<file path="src/rtl/par_pkg.sv">
// Constants and carrier types for the PHY auto-negotiation result bank.
// Assumes a 5-bit management register address and 16-bit register data.
package par_pkg;

  // Register offsets as seen on the management port
  localparam logic [4:0] PAR_OFS_PARTNER = 5'h05;
  localparam logic [4:0] PAR_OFS_EXPAND = 5'h06;
  localparam logic [4:0] PAR_OFS_VENDOR = 5'h10;

  // Partner ability field positions
  localparam int PAR_LP_NP = 15;
  localparam int PAR_LP_ACK = 14;
  localparam int PAR_LP_RF = 13;
  localparam int PAR_LP_PAUSE = 10;
  localparam int PAR_LP_T4 = 9;
  localparam int PAR_LP_TXFD = 8;
  localparam int PAR_LP_TX = 7;
  localparam int PAR_LP_10FD = 6;
  localparam int PAR_LP_10 = 5;

  // Expansion field positions
  localparam int PAR_EX_PDF = 4;
  localparam int PAR_EX_LPNPA = 3;
  localparam int PAR_EX_NPA = 2;
  localparam int PAR_EX_PR = 1;
  localparam int PAR_EX_LPANA = 0;

  // Vendor status/control field positions
  localparam int PAR_VS_FLOW = 15;
  localparam int PAR_VS_T4EN = 14;
  localparam int PAR_VS_CDIS = 13;
  localparam int PAR_VS_SYNC = 11;
  localparam int PAR_VS_PD100 = 10;
  localparam int PAR_VS_PD10 = 9;
  localparam int PAR_VS_POL = 8;
  localparam int PAR_VS_RT4 = 2;
  localparam int PAR_VS_RSPD = 1;
  localparam int PAR_VS_RDPX = 0;

  // Values after reset
  localparam logic [15:0] PAR_RST_PARTNER = 16'h0000;
  localparam logic [4:0] PAR_RST_SELECTOR = 5'h00;
  localparam logic CTRL_RST_FLOW = 1'b0;
  localparam logic CTRL_RST_T4EN = 1'b0;
  localparam logic CTRL_RST_CDIS = 1'b0;

  // Identical code words in a row needed to accept a page
  localparam logic [1:0] PAR_PAGE_MATCH_COUNT = 2'h3;
  // Synchroniser depth for pin inputs
  localparam int PAR_SYNC_STAGES = 3;

  // Status levels arriving from the analog and PMA sections
  typedef struct packed {
    logic symbol_sync;
    logic pd100;
    logic pd10;
    logic pol_rev;
    logic link_10;
    logic link_tx;
    logic link_t4;
  } par_pin_stat_t;

  // Negotiated or forced operating result
  typedef struct packed {
    logic t4;
    logic speed100;
    logic full;
  } par_result_t;

  // Software-written control bits of the vendor register
  typedef struct packed {
    logic flow;
    logic t4_en;
    logic cdis;
  } par_ctrl_t;

endpackage : par_pkg

</file>
<file path="src/rtl/par_sync.sv">
// Three-stage input synchroniser for a group of level signals.
// Assumes levels change slowly compared with the sampling clock.
`timescale 1ns/1ps
module par_sync #(
  parameter int W = 7
) (
  input wire logic CLOCK,
  input wire logic RST_N,
  input wire logic [W-1:0] async_in,
  output logic [W-1:0] sync_out
);

  logic [W-1:0] s1_q;
  logic [W-1:0] s2_q;
  logic [W-1:0] s3_q;

  if (W < 1) begin : g_chk
    $error("par_sync width must be at least one");
  end

  always_ff @(posedge CLOCK or negedge RST_N) begin
    if (!RST_N) begin
      s1_q <= '0;
      s2_q <= '0;
      s3_q <= '0;
    end else begin
      s1_q <= async_in;
      s2_q <= s1_q;
      s3_q <= s2_q;
    end
  end

  // A change counts once stages two and three agree, per bit
  for (genvar i = 0; i < W; i++) begin : g_bit
    always_ff @(posedge CLOCK or negedge RST_N) begin
      if (!RST_N) begin
        sync_out[i] <= 1'b0;
      end else if (s2_q[i] == s3_q[i]) begin
        sync_out[i] <= s3_q[i];
      end
    end
  end

endmodule : par_sync

</file>
<file path="src/rtl/par_bank.sv">
// Auto-negotiation result register bank: partner ability, expansion,
// and vendor status/control, reached over a plain management port.
// Assumes code words and restart come from logic on CLOCK; analog
// status levels and the repeater strap come from pins.
//
// Summary of operation
// RQ1: Partner ability register loads the code word received during negotiation.
// RQ2: Software trusts partner ability only while negotiation complete is set.
// RQ3: Partner ability bit 15 always reads zero; no next page.
// RQ4: Partner ability bit 14 shows the received acknowledge.
// RQ5: Partner ability bit 13 mirrors the received remote-fault bit.
// RQ6: Partner ability bits 12:11 read zero.
// RQ7: Bits 10 to 5 report partner pause and technology abilities.
// RQ8: Bits 4:0 hold the partner selector, reset to zero.
// RQ9: Partner ability register is read-only; writes change nothing.
// RQ10: Expansion bits 15:5 read zero.
// RQ11: Expansion bit 4 set when more than one PMA sees link.
// RQ12: Expansion bit 3 shows partner next-page ability.
// RQ13: Expansion bit 2 reads zero; local next page unsupported.
// RQ14: Expansion bit 1 set after three identical consecutive code words.
// RQ15: Expansion bit 0 set when partner negotiation ability is seen.
// RQ16: Vendor bit 15 is read-write flow-control enable, reset zero.
// RQ17: Vendor bit 14 enables T4 while negotiation is disabled.
// RQ18: Vendor bit 13 is carrier disconnect; resets per repeater strap.
// RQ19: Vendor bit 11 shows receive deserializer symbol sync.
// RQ20: Vendor bits 10 and 9 show 100 and 10 power-down.
// RQ21: Vendor bit 8 shows reversed 10BASE-T receive polarity.
// RQ22: Vendor bits 2:0 show negotiated T4, speed and duplex.
// RQ23: Negotiation complete is basic status bit 5, driven out here.
// RQ24: Writes to read-only or reserved vendor bits change nothing.
`timescale 1ns/1ps
module par_bank (
  input wire logic CLOCK,
  input wire logic RST_N,
  input wire logic [4:0] REG_ADDR,
  input wire logic [15:0] REG_WDATA,
  input wire logic REG_WR,
  input wire logic REG_RD,
  output logic [15:0] REG_RDATA,
  input wire logic [15:0] RX_CODE_WORD,
  input wire logic RX_CODE_VALID,
  input wire logic AN_ENABLE,
  input wire logic AN_RESTART,
  input wire logic [4:0] LOCAL_ABILITY,
  input wire logic FORCE_SPEED100,
  input wire logic FORCE_FULL,
  input wire logic REPEATER_STRAP,
  input wire par_pkg::par_pin_stat_t PIN_STATUS,
  output logic AN_COMPLETE,
  output par_pkg::par_ctrl_t CTRL_OUT,
  output par_pkg::par_result_t RESULT_OUT
);

  par_pkg::par_pin_stat_t stat_s;
  par_pkg::par_ctrl_t ctrl_q;
  par_pkg::par_result_t result_d;
  logic [15:0] partner_q;
  logic [15:0] last_word_q;
  logic [1:0] match_q;
  logic page_load;
  logic page_rcvd_q;
  logic lp_an_able_q;
  logic pdf_q;
  logic [1:0] link_count;
  logic [2:0] strap_s_q;
  logic strap_done_q;
  logic [2:0] strap_cnt_q;
  logic [15:0] expand_v;
  logic [15:0] vendor_v;
  logic [4:0] common;
  logic [10:0] rx_low;

  par_sync #(
    .W($bits(par_pkg::par_pin_stat_t))
  ) u_sync (
    .CLOCK(CLOCK),
    .RST_N(RST_N),
    .async_in(PIN_STATUS),
    .sync_out(stat_s)
  );

  // Page reception: a word repeating three times in a row is accepted
  assign page_load = RX_CODE_VALID && (RX_CODE_WORD == last_word_q) &&
                     (match_q == (par_pkg::PAR_PAGE_MATCH_COUNT - 2'h1));
  assign rx_low = RX_CODE_WORD[10:0];

  always_ff @(posedge CLOCK or negedge RST_N) begin
    if (!RST_N) begin
      last_word_q <= 16'h0000;
      match_q <= 2'h0;
    end else if (AN_RESTART) begin
      match_q <= 2'h0;
    end else if (RX_CODE_VALID) begin
      last_word_q <= RX_CODE_WORD;
      if (match_q != 2'h0 && RX_CODE_WORD == last_word_q) begin
        if (match_q != par_pkg::PAR_PAGE_MATCH_COUNT) begin
          match_q <= match_q + 2'h1; // RQ14
        end
      end else begin
        match_q <= 2'h1;
      end
    end
  end

  // Partner ability holds only the captured word, never bus data
  always_ff @(posedge CLOCK or negedge RST_N) begin
    if (!RST_N) begin
      partner_q <= par_pkg::PAR_RST_PARTNER;
    end else if (page_load) begin
      partner_q <= RX_CODE_WORD; // RQ1 RQ9
    end
  end

  // Set beats a restart in the same cycle so a page is never lost
  always_ff @(posedge CLOCK or negedge RST_N) begin
    if (!RST_N) begin
      page_rcvd_q <= 1'b0;
    end else if (page_load) begin
      page_rcvd_q <= 1'b1; // RQ14
    end else if (AN_RESTART) begin
      page_rcvd_q <= 1'b0;
    end
  end

  // Any code word at all proves the partner negotiates
  always_ff @(posedge CLOCK or negedge RST_N) begin
    if (!RST_N) begin
      lp_an_able_q <= 1'b0;
    end else if (RX_CODE_VALID) begin
      lp_an_able_q <= 1'b1; // RQ15
    end else if (AN_RESTART) begin
      lp_an_able_q <= 1'b0;
    end
  end

  // Complete once a page carrying the partner acknowledge is accepted
  always_ff @(posedge CLOCK or negedge RST_N) begin
    if (!RST_N) begin
      AN_COMPLETE <= 1'b0;
    end else if (page_load && RX_CODE_WORD[par_pkg::PAR_LP_ACK]) begin
      AN_COMPLETE <= 1'b1; // RQ23
    end else if (AN_RESTART || !AN_ENABLE) begin
      AN_COMPLETE <= 1'b0;
    end
  end

  assign link_count = 2'(stat_s.link_10) + 2'(stat_s.link_tx) +
                      2'(stat_s.link_t4);

  always_ff @(posedge CLOCK or negedge RST_N) begin
    if (!RST_N) begin
      pdf_q <= 1'b0;
    end else begin
      pdf_q <= (link_count > 2'h1); // RQ11
    end
  end

  // Strap feeds cdis until its stages have settled; a write ends it early
  always_ff @(posedge CLOCK or negedge RST_N) begin
    if (!RST_N) begin
      strap_s_q <= 3'h0;
      strap_cnt_q <= 3'h0;
      strap_done_q <= 1'b0;
    end else begin
      strap_s_q <= {strap_s_q[1:0], REPEATER_STRAP};
      if (strap_cnt_q != 3'(par_pkg::PAR_SYNC_STAGES)) begin
        strap_cnt_q <= strap_cnt_q + 3'h1;
      end
      if (strap_cnt_q == 3'(par_pkg::PAR_SYNC_STAGES) ||
          (REG_WR && REG_ADDR == par_pkg::PAR_OFS_VENDOR)) begin
        strap_done_q <= 1'b1; // RQ18
      end
    end
  end

  // Control bits; other vendor positions have no storage at all
  always_ff @(posedge CLOCK or negedge RST_N) begin
    if (!RST_N) begin
      ctrl_q.flow <= par_pkg::CTRL_RST_FLOW;
      ctrl_q.t4_en <= par_pkg::CTRL_RST_T4EN;
      ctrl_q.cdis <= par_pkg::CTRL_RST_CDIS;
    end else if (REG_WR && REG_ADDR == par_pkg::PAR_OFS_VENDOR) begin
      ctrl_q.flow <= REG_WDATA[par_pkg::PAR_VS_FLOW]; // RQ16
      ctrl_q.t4_en <= REG_WDATA[par_pkg::PAR_VS_T4EN]; // RQ17
      ctrl_q.cdis <= REG_WDATA[par_pkg::PAR_VS_CDIS]; // RQ18 RQ24
    end else if (!strap_done_q) begin
      // Stages two and three must agree; otherwise keep end station
      ctrl_q.cdis <= strap_s_q[1] & strap_s_q[2]; // RQ18
    end
  end

  always_ff @(posedge CLOCK or negedge RST_N) begin
    if (!RST_N) begin
      CTRL_OUT <= '0;
    end else begin
      CTRL_OUT <= ctrl_q;
    end
  end

  // Highest common ability: TX FD, T4, TX, 10 FD, 10
  assign common = LOCAL_ABILITY & partner_q[par_pkg::PAR_LP_PAUSE-1:
                                            par_pkg::PAR_LP_10];

  always_comb begin
    result_d = '0;
    if (!AN_ENABLE) begin
      result_d.t4 = ctrl_q.t4_en; // RQ17
      result_d.speed100 = ctrl_q.t4_en | FORCE_SPEED100;
      result_d.full = !ctrl_q.t4_en & FORCE_FULL;
    end else if (AN_COMPLETE) begin
      if (common[3]) begin
        result_d.speed100 = 1'b1;
        result_d.full = 1'b1;
      end else if (common[4]) begin
        result_d.t4 = 1'b1;
        result_d.speed100 = 1'b1;
      end else if (common[2]) begin
        result_d.speed100 = 1'b1;
      end else if (common[1]) begin
        result_d.full = 1'b1;
      end
    end
  end

  always_ff @(posedge CLOCK or negedge RST_N) begin
    if (!RST_N) begin
      RESULT_OUT <= '0;
    end else begin
      RESULT_OUT <= result_d; // RQ22
    end
  end

  always_comb begin
    expand_v = 16'h0000; // RQ10
    expand_v[par_pkg::PAR_EX_PDF] = pdf_q; // RQ11
    expand_v[par_pkg::PAR_EX_LPNPA] = partner_q[par_pkg::PAR_LP_NP]; // RQ12
    expand_v[par_pkg::PAR_EX_NPA] = 1'b0; // RQ13
    expand_v[par_pkg::PAR_EX_PR] = page_rcvd_q; // RQ14
    expand_v[par_pkg::PAR_EX_LPANA] = lp_an_able_q; // RQ15
  end

  always_comb begin
    vendor_v = 16'h0000; // RQ24
    vendor_v[par_pkg::PAR_VS_FLOW] = ctrl_q.flow;
    vendor_v[par_pkg::PAR_VS_T4EN] = ctrl_q.t4_en;
    vendor_v[par_pkg::PAR_VS_CDIS] = ctrl_q.cdis;
    vendor_v[par_pkg::PAR_VS_SYNC] = stat_s.symbol_sync; // RQ19
    vendor_v[par_pkg::PAR_VS_PD100] = stat_s.pd100; // RQ20
    vendor_v[par_pkg::PAR_VS_PD10] = stat_s.pd10; // RQ20
    vendor_v[par_pkg::PAR_VS_POL] = stat_s.pol_rev; // RQ21
    vendor_v[par_pkg::PAR_VS_RT4] = RESULT_OUT.t4; // RQ22
    vendor_v[par_pkg::PAR_VS_RSPD] = RESULT_OUT.speed100; // RQ22
    vendor_v[par_pkg::PAR_VS_RDPX] = RESULT_OUT.full; // RQ22
  end

  // Read data stand for one cycle only; unmapped reads return zero
  always_ff @(posedge CLOCK or negedge RST_N) begin
    if (!RST_N) begin
      REG_RDATA <= 16'h0000;
    end else if (REG_RD && REG_ADDR == par_pkg::PAR_OFS_PARTNER) begin
      REG_RDATA <= {1'b0, partner_q[14:13], 2'b00, // RQ3 RQ4 RQ5 RQ6
                    partner_q[10:0]}; // RQ7 RQ8
    end else if (REG_RD && REG_ADDR == par_pkg::PAR_OFS_EXPAND) begin
      REG_RDATA <= expand_v;
    end else if (REG_RD && REG_ADDR == par_pkg::PAR_OFS_VENDOR) begin
      REG_RDATA <= vendor_v;
    end else begin
      REG_RDATA <= 16'h0000;
    end
  end
endmodule : par_bank

</file>
<file path="config.mk">
export PLATFORM = sky130hd
export DESIGN_NAME = par_bank
export DESIGN_NICKNAME = d
export VERILOG_FILES = /design/src/rtl/par_pkg.sv /design/src/rtl/par_sync.sv /design/src/rtl/par_bank.sv
export SDC_FILE = /design/constraint.sdc
export NUM_CORES = 1
export LEC_CHECK = 0
export ABC_AREA = 1
export BUFFER_PORTS_ARGS = -buffer_cell sky130_fd_sc_hd__clkbuf_2
export CAP_MARGIN = 20
export CORE_ASPECT_RATIO = 1.25
export CORE_MARGIN = 10
export CORE_UTILIZATION = 31
export DETAILED_ROUTE_END_ITERATION = 10
export PLACE_DENSITY = 0.62
export SKIP_CTS_REPAIR_TIMING = 1
export SLEW_MARGIN = 20
export SYNTH_ARGS = -nofsm -noshare
export SYNTH_HDL_FRONTEND = slang
export SYNTH_HIERARCHICAL = 1
export SYNTH_SLANG_ARGS = --single-unit
</file>
<file path="constraint.sdc">
create_clock -name CLOCK -period 2.15 [get_ports CLOCK]
set_clock_uncertainty 0.2 [all_clocks]
set_input_delay 0.3225 -clock CLOCK [delete_from_list [all_inputs] [get_ports CLOCK]]
set_output_delay 0.3225 -clock CLOCK [all_outputs]
set_load 0.01 [all_outputs]
</file>
==> qor.txt <==
FMAX = 0.5693 GHz
detailed placer's ending HPWL = 6.652 mm
Synth Flop Type = dfrtp_1
synthesized area = 3984 um2
Reg area = 2377 um2
Clock Latency Late Sink = 350 ps
vias per cell = 4.259
failing checks = hold timing
post-synthesis simple-gate area fraction = 18.12%
# port buffers = 66
#FFs+latches synth = 95
Placer Congestion = 0.8109
CP peak stage delay = 400 ps
Critical path origin = last_word_q[6]$_DFFE_PN0P_
Syn-to-layout area delta = 23.96%
Site Rows = 46
initial antenna violation count = 0
R2R Path Start = last_word_q[6]$_DFFE_PN0P_
post-route ant nets = 0
P_sw = 0.001061 W
Total GRT Usage = 10.06%
synth warn = 6
fin. max-slew vios = 0
die height = 146.7 um
mux contribution to synthesized area = 0.2827%
Synth Instances = 412
sequential fraction of the synthesis area = 59.67%
Syn Area/Cell = 9.669 um2
Synth area leaders = dfrtp_1 60%, nand2_1 9.0%, inv_1 5.4%
io pins = 82
H-tree levels = 3
initial DRC count = 243
drt drc = 0
core area = 12,660 um2
shortest period the worst path allows = 1757 ps
Power Internal = 0.002880 W
Worst Path Required = 2190 ps
combinational group share of total power = 10.1%
area leader, netlist = dfrtp_1
Root Buffer = clkbuf_16
# diodes = 0
setup_tns = 0 ps
hold crit path type = primary input to flip-flop
Worst VDD drop = 320.9 uV
Chip Width = 121.4 um
Max Cap Viol = 0
Clock transition at path regs = 70 ps
Sw Share = 26.92%
largest net degree at the start of global routing = 47
Final Hold Viols = 2
min-delay src = AN_ENABLE
Synth top area share = 59.67%
count of cell types in the netlist = 34
vias = 2,858
XOR/XNOR Fraction of Synth Area = 1.759%
Critical Path End Type = flip-flop
Initial Util = 31.46%
Startpoint Class = flip-flop
top cells by count, synth = 96 x nand2_1, 95 x dfrtp_1, 57 x inv_1, 31 x nor2_1, 23 x o21ai_0
final global-route overflow total = 0
asr flop ratio synth = 100.0%
Synth Net Count = 477
Num CTS Buffers = 9
fin cells = 671
Nets = 563
CTS tree = built
unrepaired setup endpoints after global routing = false
Placed Instances = 645
layout cells sized above 1 = 28.03%
Adder-Cell Fraction of Synth Area = 1.884%
fin crit share = 81.70%
Pre-Repair DR Iteration Count = 4
Worst path most repeated cell = nand2_2
tightest hold margin = -6.387 ps
Flop pwr share = 49.9%
area used by multi-input combinational logic = 1296 um2
Avg WL per Cell = 12.84 um
CP arrival = 1790 ps
largest family of logic cells by synthesized area = simple AND/OR/NAND/NOR gates
clk sinks = 95
Max FO, Critical Path = 30
power per cell area = 798.0 nW/um2
Clk pwr share = 40.0%
critical path's slowest cell = dfrtp_1
Final setup viols = 0
EDFF count, synth = 0
FILL cells = 1,276
Die ar. = 17,810 um2
first-pass GRT wire length = 14.25 mm
DRT Wirelength = 8.615 mm
critical path class = flip-flop to flip-flop
most common cell in the netlist = nand2_1
number of global-route vias before repair = 2,883
LEAKAGE = 2.517 nW
Synth Area in Compound Gates = 10.40%
CTS Buffer Depth = 2
status = finished, violations left
final core occ = 39.00%
CP Cell Sequence = inv_1 > nand2_1 > nand2_1 > nand2_2 > nor2_2 > nand2_2 > nor2_4 > nand3_4 > buf_12 > nand2_2 > o21ai_2
critical path: cells and delay by family, from the launching register on:
family                 cells  cell delay, ps
AND/OR/NAND/NOR            8             710
flip-flops                 1             400
AO/OA/AOI/OAI              1              40
buffers and inverters      2             280
stage by stage:
| stage | setup slack, ps | cell area [um2] | hold WS [ps] | power, W |
|---|---|---|---|---|
| CTS | 377.5 | 4838 | -294.2 | 0.003984 |
| finish | 393.4 | 4938 | -6.387 | 0.003941 |
| global route | 283.6 | 4938 | 6.177 | 0.004149 |
| global placement | 363.1 | 4541 | 81.91 | 0.002372 |
| detailed placement | 315.0 | 4541 | 84.42 | 0.002393 |
| floorplan | 571.1 | 3984 | -173.1 | 0.002212 |
power groups by stage:
stage	Clock, W	Sequential (W)	Combinational (W)
CTS	0.00162	0.00197	0.000393
finish	0.00158	0.00197	0.000400
detailed placement	0	0.00200	0.000391
floorplan	0	0.00200	0.000214
global placement	0	0.00200	0.000376
global route	0.00170	0.00198	0.000463
placed cells by master (no fill, tap or decap), drive strengths merged, types with 6 or more instances in the layout:
master	instances
clkinv	6
dfrtp	95
o21ai	37
dlygate4sd3	10
nand3	7
ha	6
nor2	36
inv	69
nand2	117
clkbuf	74
buf	6
a22o	7
a21oi	9
registers in the layout (all words and copies together), names as in the netlist:
name and flops:
last_word_q 16, REG_RDATA 15, partner_q 14, u_sync/s1_q 7, u_sync/s2_q 7, u_sync/s3_q 7, u_sync/sync_out 7, CTRL_OUT 3
RESULT_OUT 3, ctrl_q 3, strap_cnt_q 3, strap_s_q 3, match_q 2, AN_COMPLETE 1, lp_an_able_q 1, page_rcvd_q 1
pdf_q 1, strap_done_q 1
metal layers:
metal  global-route usage (%)  wire [um]
met1                    11.85       3686
met2                    15.89       4079
met3                    4.256        717
met4                    3.763        132
met5                        0          0
final timing paths:
check / to / slack [ps] / cells after the start
setup / recovery: partner_q[4]$_DFFE_PN0P_ / 390 / 11
min in group asynchronous: RESULT_OUT[1]$_DFF_PN0_ / 250 / 2
hold reg to reg: u_sync/s2_q[5]$_DFF_PN0_ / 150 / 0
hold / removal: RESULT_OUT[2]$_DFF_PN0_ / -6 / 2
setup reg to reg: partner_q[4]$_DFFE_PN0P_ / 390 / 11
max in group asynchronous: u_sync/s1_q[3]$_DFF_PN0_ / 900 / 3
cell families (layout without fill, tap and decap cells):
family                     count (synthesis)  count (layout)
muxes                                      1               1
buffers and inverters                     75             166
AOI/OAI and AO/OA                         62              62
and+or+nand+nor                          164             164
xor gates and xnor gates                   8               8
DFF                                       95              95
adders and majority gates                  6               6
other                                      1               1
cell type report:
class                           instances  share of cell area (%)
Clock buffer                            9                   4.560
Clock inverter                          7                   1.469
Inverter                               69                   5.295
Multi-Input combinational cell        242                   26.25
Sequential cell                        95                   48.14
Tap cell                              168                   4.256
Timing Repair Buffer                   81                   10.03
Power figures use the tool's default switching activity.
